--- config.mk ---
export PLATFORM = sky130hd
export DESIGN_NAME = sip_soft_interrupt_pending_reg
export DESIGN_NICKNAME = d
export VERILOG_FILES = /design/src/hw/sip_pkg.sv /design/src/hw/sip_soft_interrupt_pending_reg.sv
export SDC_FILE = /design/constraint.sdc
export NUM_CORES = 1
export LEC_CHECK = 0
export BUFFER_PORTS_ARGS = -buffer_cell sky130_fd_sc_hd__buf_2
export CORE_AREA = 2 2 86 88
export DETAILED_ROUTE_END_ITERATION = 8
export DIE_AREA = 0 0 88 90
export GPL_ROUTABILITY_DRIVEN = 0
export HOLD_SLACK_MARGIN = 0.03
export PLACE_DENSITY = 0.76
export SYNTH_ARGS = -nofsm -noshare
export SYNTH_HDL_FRONTEND = slang
export SYNTH_SLANG_ARGS = --single-unit
--- constraint.sdc ---
create_clock -name i_clk_sys -period 2.2 [get_ports i_clk_sys]
set_clock_uncertainty 0.1 [all_clocks]
set_input_delay 0.22 -clock i_clk_sys [delete_from_list [all_inputs] [get_ports i_clk_sys]]
set_output_delay 0.22 -clock i_clk_sys [all_outputs]
set_load 0.1 [all_outputs]
--- src/hw/sip_pkg.sv ---
// ==========================================================================
// Shared constants for the soft interrupt pending register
package sip_pkg;

  // ========================================================================
  // Ancillary state register numbers
  localparam logic [4:0] SIP_ASR_SET = 5'h14;
  localparam logic [4:0] SIP_ASR_CLR = 5'h15;
  localparam logic [4:0] SIP_ASR_PEND = 5'h16;

  // ========================================================================
  // Field layout of the pending register
  localparam int SIP_PEND_W = 17;
  localparam int SIP_BIT_TM = 0;
  localparam int SIP_BIT_L14 = 14;
  localparam int SIP_BIT_L15 = 15;
  localparam int SIP_BIT_SM = 16;
  localparam int SIP_LVL_LO = 1;
  localparam int SIP_LVL_HI = 15;

  // ========================================================================
  // Reset values
  localparam logic [16:0] SIP_PEND_RST = 17'h0_0000;
  localparam logic [3:0] SIP_LVL_NONE = 4'h0;

endpackage : sip_pkg

--- src/hw/sip_soft_interrupt_pending_reg.sv ---
// ==========================================================================
// Operation
// Privileged access to register 22, else exception
// Plain read returns, plain write replaces register
// System tick match sets bit 16, level 14
// Tick match sets bit 0, level 14
// Software may set both match bits directly
// Pending bit n raises level-n request
// Level 14 from either match bit or bit 14
// Level 15 from bit 15 or other source
// Trap only if level above PROCESSOR_INTERRUPT_LEVEL, enabled, nonhyper
// Match bits and bit 14 stay independent
// Register 20 write ORs data bits 16:0
// Register 21 write clears bits where data one
// Set port write-only, privileged, no storage
// Clear port write-only, privileged, no storage
// Software prefers set/clear ports over read-modify-write
// Level 14 handler inspects three source bits
// Reserved bits read zero; reset clears pending
// Hardware match set beats simultaneous clear
`timescale 1ns/1ps

module sip_soft_interrupt_pending_reg
  import sip_pkg::*;
#(
  parameter int DATA_W = 64
) (
  input wire logic i_clk_sys, // 250 MHz processor clock
  input wire logic i_rstn, // Async reset, active low
  input wire logic i_asr_rd, // Ancillary read strobe
  input wire logic i_asr_wr, // Ancillary write strobe
  input wire logic [4:0] i_asr_num, // Ancillary register number
  input wire logic [DATA_W-1:0] i_asr_wdata, // Write data
  input wire logic i_priv, // Privileged mode
  input wire logic i_tick_dis, // Tick compare disable
  input wire logic i_tick_eq, // Tick compare equals counter
  input wire logic i_stick_dis, // System tick compare disable
  input wire logic i_stick_eq, // System tick compare equals counter
  input wire logic [3:0] i_pil, // Processor interrupt level
  input wire logic i_ie, // Global interrupt enable
  input wire logic i_hpriv, // Hypervisor mode flag
  input wire logic i_ext_l15, // Other level 15 source
  output logic [DATA_W-1:0] o_rdata, // Read data
  output logic o_rd_valid, // Read data valid pulse
  output logic o_priv_exc, // Privileged opcode exception pulse
  output logic o_ill_exc, // Illegal instruction pulse
  output logic [15:1] o_lvl_req, // Per-level interrupt requests
  output logic o_trap_req, // Trap request to trap logic
  output logic [3:0] o_trap_lvl // Level of the trap request
);

  // ========================================================================
  // Elaboration check
  if (DATA_W < SIP_PEND_W) begin : g_bad_width
    $error("DATA_W too narrow for the pending register");
  end

  // ========================================================================
  // Functions
  function automatic logic [15:1] level_map(input logic [16:0] pend,
                                            input logic ext15);
    logic [15:1] req;
    req = pend[15:1];
    req[SIP_BIT_L14] = pend[SIP_BIT_L14] | pend[SIP_BIT_TM]
                       | pend[SIP_BIT_SM];
    req[SIP_BIT_L15] = pend[SIP_BIT_L15] | ext15;
    return req;
  endfunction : level_map

  // Highest requested level strictly above the current level
  function automatic logic [3:0] top_level(input logic [15:1] req,
                                           input logic [3:0] processor_interrupt_level);
    logic [3:0] lvl;
    lvl = SIP_LVL_NONE;
    for (int n = SIP_LVL_LO; n <= SIP_LVL_HI; n++) begin
      if (req[n] && (4'(n) > processor_interrupt_level)) begin
        lvl = 4'(n);
      end
    end
    return lvl;
  endfunction : top_level

  // ========================================================================
  // Access decode
  logic [16:0] pend_r;
  logic [16:0] pend_nxt;
  logic [16:0] wbits;
  logic [16:0] hw_set;
  logic hit_set;
  logic hit_clr;
  logic hit_pend;
  logic acc_ours;
  logic wr_ok;
  logic set_wr;
  logic clr_wr;
  logic full_wr;
  logic rd_ok;
  logic rd_wo;
  logic tm_hit;
  logic sm_hit;
  logic [15:1] req_nxt;
  logic [3:0] lvl_nxt;
  logic trap_ok;

  // Upper write data bits never reach the register
  assign wbits = i_asr_wdata[16:0];
  assign hit_set = (i_asr_num == SIP_ASR_SET);
  assign hit_clr = (i_asr_num == SIP_ASR_CLR);
  assign hit_pend = (i_asr_num == SIP_ASR_PEND);
  assign acc_ours = (i_asr_rd | i_asr_wr) & (hit_set | hit_clr | hit_pend);
  assign wr_ok = i_asr_wr & i_priv;
  assign set_wr = wr_ok & hit_set;
  assign clr_wr = wr_ok & hit_clr;
  assign full_wr = wr_ok & hit_pend;
  assign rd_ok = i_asr_rd & i_priv & hit_pend;
  // The ports have no state to return, so reading them is not an opcode
  assign rd_wo = i_asr_rd & i_priv & (hit_set | hit_clr);

  // ========================================================================
  // Timer match events
  assign tm_hit = ~i_tick_dis & i_tick_eq;
  assign sm_hit = ~i_stick_dis & i_stick_eq;
  assign hw_set = {sm_hit, 15'h0000, tm_hit};

  // ========================================================================
  // Next pending value; hardware set applied last so it always wins
  always_comb begin
    pend_nxt = pend_r;
    if (full_wr) begin
      pend_nxt = wbits;
    end else if (set_wr) begin
      pend_nxt = pend_r | wbits;
    end else if (clr_wr) begin
      pend_nxt = pend_r & ~wbits;
    end
    pend_nxt = pend_nxt | hw_set;
  end

  // ========================================================================
  // Request and trap selection, registered so outputs track pend_r
  assign req_nxt = level_map(pend_nxt, i_ext_l15);
  assign lvl_nxt = top_level(req_nxt, i_pil);
  assign trap_ok = i_ie & ~i_hpriv & (lvl_nxt != SIP_LVL_NONE);

  always_ff @(posedge i_clk_sys or negedge i_rstn) begin
    if (!i_rstn) begin
      pend_r <= SIP_PEND_RST;
      o_lvl_req <= '0;
      o_trap_req <= 1'b0;
      o_trap_lvl <= SIP_LVL_NONE;
    end else begin
      pend_r <= pend_nxt;
      o_lvl_req <= req_nxt;
      o_trap_req <= trap_ok;
      o_trap_lvl <= trap_ok ? lvl_nxt : SIP_LVL_NONE;
    end
  end

  // ========================================================================
  // Read answer and exceptions
  always_ff @(posedge i_clk_sys or negedge i_rstn) begin
    if (!i_rstn) begin
      o_rdata <= '0;
      o_rd_valid <= 1'b0;
      o_priv_exc <= 1'b0;
      o_ill_exc <= 1'b0;
    end else begin
      o_rdata <= rd_ok ? DATA_W'(pend_r) : '0;
      o_rd_valid <= rd_ok;
      o_priv_exc <= acc_ours & ~i_priv;
      o_ill_exc <= rd_wo;
    end
  end

  // ========================================================================
  // Assertions
  a_set_port_or: assert property (
    @(posedge i_clk_sys) disable iff (!i_rstn)
    set_wr |=> ((pend_r & $past(wbits)) == $past(wbits))
  ) else $error("set port did not set every selected bit");

  a_set_keeps: assert property (
    @(posedge i_clk_sys) disable iff (!i_rstn)
    set_wr |=> ((pend_r & $past(pend_r)) == $past(pend_r))
  ) else $error("set port cleared a bit");

  a_clr_port_and: assert property (
    @(posedge i_clk_sys) disable iff (!i_rstn)
    (clr_wr && !tm_hit && !sm_hit)
      |=> ((pend_r & $past(wbits)) == 17'h0_0000)
  ) else $error("clear port left a selected bit set");

  a_clr_match_wins: assert property (
    @(posedge i_clk_sys) disable iff (!i_rstn)
    (clr_wr && tm_hit) |=> pend_r[SIP_BIT_TM]
  ) else $error("tick match lost against a clear");

  a_full_write: assert property (
    @(posedge i_clk_sys) disable iff (!i_rstn)
    (full_wr && !tm_hit && !sm_hit) |=> (pend_r == $past(wbits))
  ) else $error("plain write did not replace the register");

  a_nonpriv_trap: assert property (
    @(posedge i_clk_sys) disable iff (!i_rstn)
    (acc_ours && !i_priv) |=> (o_priv_exc && !o_rd_valid)
  ) else $error("unprivileged access not refused");

  a_nonpriv_hold: assert property (
    @(posedge i_clk_sys) disable iff (!i_rstn)
    (i_asr_wr && !i_priv && !tm_hit && !sm_hit) |=> $stable(pend_r)
  ) else $error("unprivileged write changed the register");

  a_tick_match: assert property (
    @(posedge i_clk_sys) disable iff (!i_rstn)
    tm_hit |=> (pend_r[SIP_BIT_TM] && o_lvl_req[SIP_BIT_L14])
  ) else $error("tick match did not post level 14");

  a_stick_match: assert property (
    @(posedge i_clk_sys) disable iff (!i_rstn)
    sm_hit |=> (pend_r[SIP_BIT_SM] && o_lvl_req[SIP_BIT_L14])
  ) else $error("system tick match did not post level 14");

  a_level_map: assert property (
    @(posedge i_clk_sys) disable iff (!i_rstn)
    o_lvl_req[13:1] == pend_r[13:1]
  ) else $error("level requests differ from pending bits");

  a_lvl14_src: assert property (
    @(posedge i_clk_sys) disable iff (!i_rstn)
    o_lvl_req[SIP_BIT_L14] == (pend_r[SIP_BIT_TM] | pend_r[SIP_BIT_SM]
                               | pend_r[SIP_BIT_L14])
  ) else $error("level 14 request has a wrong source");

  a_lvl15_src: assert property (
    @(posedge i_clk_sys) disable iff (!i_rstn)
    o_lvl_req[SIP_BIT_L15] == (pend_r[SIP_BIT_L15] | $past(i_ext_l15))
  ) else $error("level 15 request has a wrong source");

  a_trap_gate: assert property (
    @(posedge i_clk_sys) disable iff (!i_rstn)
    o_trap_req |-> ($past(i_ie) && !$past(i_hpriv)
                    && (o_trap_lvl > $past(i_pil))
                    && o_lvl_req[o_trap_lvl])
  ) else $error("trap raised without its conditions");

  a_read_data: assert property (
    @(posedge i_clk_sys) disable iff (!i_rstn)
    rd_ok |=> (o_rd_valid && (o_rdata == DATA_W'($past(pend_r))))
  ) else $error("read data wrong or reserved bits nonzero");

  a_port_noread: assert property (
    @(posedge i_clk_sys) disable iff (!i_rstn)
    rd_wo |=> (o_ill_exc && !o_rd_valid)
  ) else $error("write-only port answered a read");

  // ========================================================================
  // Gating, cause and masking checks; the trap and exception pulses must
  // never appear without the request that explains them
  a_trap_withheld: assert property (
    @(posedge i_clk_sys) disable iff (!i_rstn)
    (!$past(i_ie) || $past(i_hpriv)) |-> !o_trap_req
  ) else $error("trap raised while disabled or in hypervisor mode");

  a_trap_top: assert property (
    @(posedge i_clk_sys) disable iff (!i_rstn)
    o_trap_req |-> (({o_lvl_req, 1'b0} >> o_trap_lvl) == 16'h0001)
  ) else $error("trap level is not the highest request");

  a_reserved_zero: assert property (
    @(posedge i_clk_sys) disable iff (!i_rstn)
    o_rdata[DATA_W-1:SIP_PEND_W] == '0
  ) else $error("reserved read bits not zero");

  a_clr_keeps: assert property (
    @(posedge i_clk_sys) disable iff (!i_rstn)
    clr_wr |=> ((pend_r & $past(pend_r) & ~$past(wbits))
                == ($past(pend_r) & ~$past(wbits)))
  ) else $error("clear port cleared an unselected bit");

  a_rd_idle: assert property (
    @(posedge i_clk_sys) disable iff (!i_rstn)
    !rd_ok |=> (!o_rd_valid && (o_rdata == '0))
  ) else $error("read answer without a read");

  a_ill_cause: assert property (
    @(posedge i_clk_sys) disable iff (!i_rstn)
    o_ill_exc |-> $past(rd_wo)
  ) else $error("illegal pulse without a port read");

  a_priv_cause: assert property (
    @(posedge i_clk_sys) disable iff (!i_rstn)
    o_priv_exc |-> $past(acc_ours && !i_priv)
  ) else $error("privilege pulse without an unprivileged access");

  a_rd_priv: assert property (
    @(posedge i_clk_sys) disable iff (!i_rstn)
    o_rd_valid |-> $past(i_priv)
  ) else $error("read answered in unprivileged mode");

  a_sm_direct: assert property (
    @(posedge i_clk_sys) disable iff (!i_rstn)
    (set_wr && wbits[SIP_BIT_SM]) |=> pend_r[SIP_BIT_SM]
  ) else $error("software could not set the system tick match bit");

  a_full_match_wins: assert property (
    @(posedge i_clk_sys) disable iff (!i_rstn)
    (full_wr && tm_hit) |=> pend_r[SIP_BIT_TM]
  ) else $error("tick match lost against a plain write");

endmodule : sip_soft_interrupt_pending_reg

Word level (Yosys, flattened, before mapping)

Cells that the tools add are included.

Flip-flop bits (word level): 57
Bits of input ports: 85
Output and inout bits: 87
Logic and storage cells: 89

Order comparisons: 15
Equal/unequal tests: 3
Mux-type cells: 20
Bitwise logic cells: 27
Reduce and logical (&&, ||, !) cells: 16

Operator list:

| operator                                           | number |
|---|---|
| two-way mux 17 bit                                 | 4 |
| two-way mux 4 bit                                  | 15 |
| bitwise OR 17 bit                                  | 2 |
| > comparator 4 bit (first input constant)          | 8 |
| bitwise AND 17 bit                                 | 1 |
| inverter 17 bit                                    | 1 |
| > comparator 3 x 4 -> 1 bit (first input constant) | 4 |
| equality test 5 bit (second input constant)        | 3 |
| logical AND 1 bit                                  | 15 |
| bitwise AND 1 bit                                  | 13 |
| > comparator 2 x 4 -> 1 bit (first input constant) | 2 |
| bitwise OR 1 bit                                   | 6 |
| > comparator 1 x 4 -> 1 bit (first input constant) | 1 |
| inverter 1 bit                                     | 4 |
| nonzero test 4 bit                                 | 1 |
| two-way mux 1 bit                                  | 1 |

Logic depth before layout (Yosys ltp)

Depth after elaboration: 25
Mapped depth: 10
Mapped depth without buffers: 8

Worst setup path after synthesis

Ideal clock, no wire load.

Path kind: input to register
Start point: input i_asr_num[1]
End point: register o_trap_req
Library setup time: 0.138 ns
Data arrival time: 2.235 ns
Data required time: 1.962 ns
Slack: -0.273 ns
Cell stages on the path: 9
Buffers on the path: 2
Cell sequence: buf_6 and2_4 buf_6 or3_4 a2111oi_1 o221a_2 nand4_1 nor4_1 o21ai_0

Longest elaborated chain between the ends: 24
Elaborated cells on any way between the ends: 45
Classes of those cells: 3 x eq/ne; 18 x mux; 8 x bitwise; 16 x reduce/logical

Ends and longest elaborated chain:

| item                             | line                                  | text |
|---|---|---|
| from (decl)                      | sip_soft_interrupt_pending_reg.sv:32  | `input wire logic [4:0] i_asr_num,` |
| equality test 5 bit              | sip_soft_interrupt_pending_reg.sv:108 | `assign hit_clr = (i_asr_num == SIP_ASR_CLR);` |
| bitwise AND 1 bit                | sip_soft_interrupt_pending_reg.sv:113 | `assign clr_wr = wr_ok & hit_clr;` |
| two-way mux 17 bit               | sip_soft_interrupt_pending_reg.sv:133 | `end else if (clr_wr) begin` |
| two-way mux 17 bit               | sip_soft_interrupt_pending_reg.sv:131 | `end else if (set_wr) begin` |
| two-way mux 17 bit (*)           | sip_soft_interrupt_pending_reg.sv:129 | `if (full_wr) begin` |
| bitwise OR 17 bit (*)            | sip_soft_interrupt_pending_reg.sv:136 | `pend_nxt = pend_nxt \| hw_set;` |
| logical AND 1 bit                | sip_soft_interrupt_pending_reg.sv:76  | `if (req[n] && (4'(n) > processor_interrupt_level)) begin` |
| two-way mux 1 bit                | sip_soft_interrupt_pending_reg.sv:76  |  |
| two-way mux 4 bit (13 in series) | sip_soft_interrupt_pending_reg.sv:76  |  |
| two-way mux 4 bit (*)            | sip_soft_interrupt_pending_reg.sv:76  |  |
| nonzero test 4 bit (*)           | sip_soft_interrupt_pending_reg.sv:143 | `assign trap_ok = i_ie & ~i_hpriv & (lvl_nxt != SIP_LVL_NONE);` |
| bitwise AND 1 bit (*)            | sip_soft_interrupt_pending_reg.sv:143 |  |
| net trap_ok                      | sip_soft_interrupt_pending_reg.sv:103 | `logic trap_ok;` |
| to (signal assigned)             | sip_soft_interrupt_pending_reg.sv:154 | `o_trap_req <= trap_ok;` |
| to (decl)                        | sip_soft_interrupt_pending_reg.sv:48  | `output logic o_trap_req,` |

Mark *: on every way through the listed nets, which the timed path passes. The rest lies on a longest branch.

Worst setup path in the final report

Start point: input i_asr_num[3]
End point: register o_trap_lvl[0]

Elaborated cells on any way between the ends: 46
Classes of those cells: 3 x eq/ne; 19 x mux; 8 x bitwise; 16 x reduce/logical

RTL lines:

| item                                | line                                  | text |
|---|---|---|
| equality test 5 bit                 | sip_soft_interrupt_pending_reg.sv:108 |  |
| bitwise AND 1 bit                   | sip_soft_interrupt_pending_reg.sv:113 |  |
| two-way mux 17 bit                  | sip_soft_interrupt_pending_reg.sv:133 |  |
| two-way mux 17 bit                  | sip_soft_interrupt_pending_reg.sv:131 |  |
| two-way mux 17 bit (*)              | sip_soft_interrupt_pending_reg.sv:129 |  |
| bitwise OR 17 bit (*)               | sip_soft_interrupt_pending_reg.sv:136 |  |
| net pend_nxt[10]                    | sip_soft_interrupt_pending_reg.sv:86  | `logic [16:0] pend_nxt;` |
| logical AND 1 bit (*)               | sip_soft_interrupt_pending_reg.sv:76  |  |
| two-way mux 4 bit (*) (6 in series) | sip_soft_interrupt_pending_reg.sv:76  |  |
| nonzero test 4 bit                  | sip_soft_interrupt_pending_reg.sv:143 |  |
| bitwise AND 1 bit                   | sip_soft_interrupt_pending_reg.sv:143 |  |
| two-way mux 4 bit (*)               | sip_soft_interrupt_pending_reg.sv:155 | `o_trap_lvl <= trap_ok ? lvl_nxt : SIP_LVL_NONE;` |
| to (signal assigned)                | sip_soft_interrupt_pending_reg.sv:155 |  |
| to (decl)                           | sip_soft_interrupt_pending_reg.sv:49  | `output logic [3:0] o_trap_lvl` |

Marks and branches as above.

==> out/qor.csv <==
metric,value,unit
WL/cell,14.42,µm
Synth async-reset ratio,1.000,
final setup fails,0,
vias in the first global route,2159,
Ys Warns,0,
die width,88,µm
post-route ant nets,0,
number of remaining DRC errors,0,
worst-skew pair later-pin latency,0.30,ns
Worst-Margin Slew,0.5571,ns
clock root cell,clkbuf_8,
pwr dens,734.0,nW/µm²
Static Leak,1.631,nW
Final Hold Vio Count,0,
number of DRC markers in iteration 0,196,
Rows,31,
CTS Buffer Depth,2,
Die Y,90,µm
core area,7020,µm²
crit share post-route,0.9954,
routed vias,2339,
first-pass GRT wire length,10.51,mm
Clk pwr share,0.266,
Setup crit end kind,register,
status,"finished, final reports clean",
post-synthesis sequential area ratio,0.4124,
starting density of the core,0.3803,
Antenna Cells,0,
post-synthesis cell type count,53,
MaxCap Viol Count,0,
initial antenna violation count,0,
synthesized flop and latch total,44,
final setup margin,0.01020,ns
nets@finish,452,
number of synthesized flops with an enable pin,0,
Worst Path Arrival,2.29,ns
relative slew slack,0.6286,
clk sinks,44,
H-Tree Depth,2,
layout cell share with drive strength beyond 1,0.3668,
CP required,2.30,ns
Post-Syn Instances,274,
worst hold path type,in2reg,
FMAX,0.4567,GHz
final WL,6.734,mm
Mapped Area,2670,µm²
Max Slew Vio Count,0,
Internal,0.001338,W
critical path class,in2reg,
IO Pins,172,
NetSw,0.001072,W
fin area,3283,µm²
IO Port Bufs,77,
largest net degree at the start of global routing,45,
Die ar.,7920,µm²
DP Worst Slack,-0.3932,ns
Post-DP HPWL,5.069,mm
clock slew at reported path FFs,0.09,ns
R2R setup slack,0.14,ns
routed vias/inst,5.009,
CP startpoint kind,input port,
gr ovfl total,0,
switching fraction of total power,0.4449,
area grow syn2layout,22.96,%
combinational share of power,0.374,
unrepaired setup endpoints after global routing,yes,
Crit Path Max Fanout,7,
Max rail drop VDD,272.8,µV
GR Util All Layers,0.1646,
placed cell area,3092,µm²
CTS tree,yes,
"Min Clock Period, post-route",2.190,ns
prevailing post-synth register cell,dfrtp_1,
Fin Setup TNS,0,ns
fillers,634,
CTS Buf Count,5,
drt pass-1 iters,4,
Seq pwr share,0.361,
Mapped Avg Cell Area,9.745,µm²
final cells by class:
| type | count | area, µm² | share of cell area |
|---|---|---|---|
| sequential | 44 | 1101 | 0.3354 |
| multi-input combinational | 193 | 1236 | 0.3765 |
| tap | 99 | 123.9 | 0.03773 |
| clock buffer | 5 | 68.82 | 0.02096 |
| inverter | 12 | 45.04 | 0.01372 |
| clock inverter | 3 | 46.29 | 0.01410 |
| timing repair buffer | 111 | 661.9 | 0.2016 |
timing repair:
item,in CTS,in global routing
gates cloned,0,0
setup endpoints to repair,3,4
setup buffers,1,0
gates resized for setup,4,5
endpoints found under the hold margin,44,0
hold buffers,1,0
pin swaps,1,3
registers in the layout, indices dropped and copies added (netlist names):
name        flops
o_rd_valid      1
o_lvl_req       2
o_ill_exc       1
o_trap_req      1
pend_r         17
o_trap_lvl      4
o_rdata        17
o_priv_exc      1
Yosys cell counts, drive strengths merged (4+ instances only):
| cell type | n | area share |
|---|---|---|
| buf | 65 | 0.19 |
| dfrtp | 44 | 0.41 |
| and2 | 24 | 0.057 |
| nand2 | 13 | 0.018 |
| inv | 12 | 0.017 |
| a221o | 10 | 0.037 |
| nor3b | 10 | 0.028 |
| nor2 | 9 | 0.013 |
| o21ai | 9 | 0.017 |
| a21oi | 6 | 0.011 |
| clkbuf | 6 | 0.0084 |
| nand2b | 4 | 0.0094 |
| nand4 | 4 | 0.0094 |
| o31ai | 4 | 0.011 |
power groups by stage:
stage / combinational (W) / clock [W] / sequential, W
detailed placement: 0.000880 / 0 / 0.000883
global route: 0.000933 / 0.000680 / 0.000873
floorplan: 0.000748 / 0 / 0.000940
global placement: 0.000876 / 0 / 0.000883
CTS: 0.000889 / 0.000657 / 0.000868
finish: 0.000900 / 0.000640 / 0.000869
layout by cell type (no fill, tap or decap), types with 3 or more instances in the layout:
master    count
a21o_1        3
a21oi_1       6
a221o_1      10
and2_1       23
buf_2        76
buf_4        32
clkbuf_8      5
conb_1       47
dfrtp_1      44
inv_1        12
nand2_1      13
nand2b_1      4
nand3_1       3
nand4_1       4
nor2_1        9
nor2b_1       3
nor3b_1      10
nor4_1        3
o21ai_0       7
kinds of logic (layout without fill, tap and decap cells):
family | after synthesis | in the layout | synth area share
buffers and inverters | 83 | 131 | 0.2104
and+or+nand+nor | 87 | 87 | 0.1935
AOI/OAI and AO/OA | 59 | 59 | 0.1823
DFF | 44 | 44 | 0.4124
other | 1 | 47 | 0.001404
worst max-delay path, stage by stage:
cell,delay [ns]
buf_6,0.09
nand3b_1,0.21
buf_4,0.20
o41a_1,0.36
o221a_2,0.28
buf_4,0.14
a21o_1,0.19
a221oi_1,0.37
o31ai_2,0.14
o31ai_1,0.09
final timing paths:
path | start | cells after the start | end
hold / removal | i_asr_rd | 3 | o_ill_exc
min in group asynchronous | i_rstn | 3 | o_trap_lvl[1]
setup reg to reg | pend_r[16] | 7 | o_trap_lvl[0]
setup / recovery | i_asr_num[3] | 10 | o_trap_lvl[0]
hold reg to reg | pend_r[14] | 1 | o_rdata[14]
max in group asynchronous | i_rstn | 3 | pend_r[9]
metal layers:
metal / GRT usage / share of wire / up-vias
li1: - / - / 1054
met1: 0.2074 / 0.41 / 1126
met2: 0.2740 / 0.48 / 141
met3: 0.03306 / 0.091 / 18
met4: 0.06154 / 0.022 / 0
met5: 0 / 0 / -
metrics by stage:
stage                     instances  power [W]    util  hold slack (ns)
after CTS                       467   0.002414  0.4636          0.06126
final                           467   0.002410  0.4677          0.06666
after global placement          457   0.001758  0.4404           0.2279
after floorplan                 320   0.001687       -          -0.1756
after global routing            467   0.002486  0.4677          0.08674
after detailed placement        457   0.001763  0.4404           0.2360
Power figures use the tool's default switching activity.
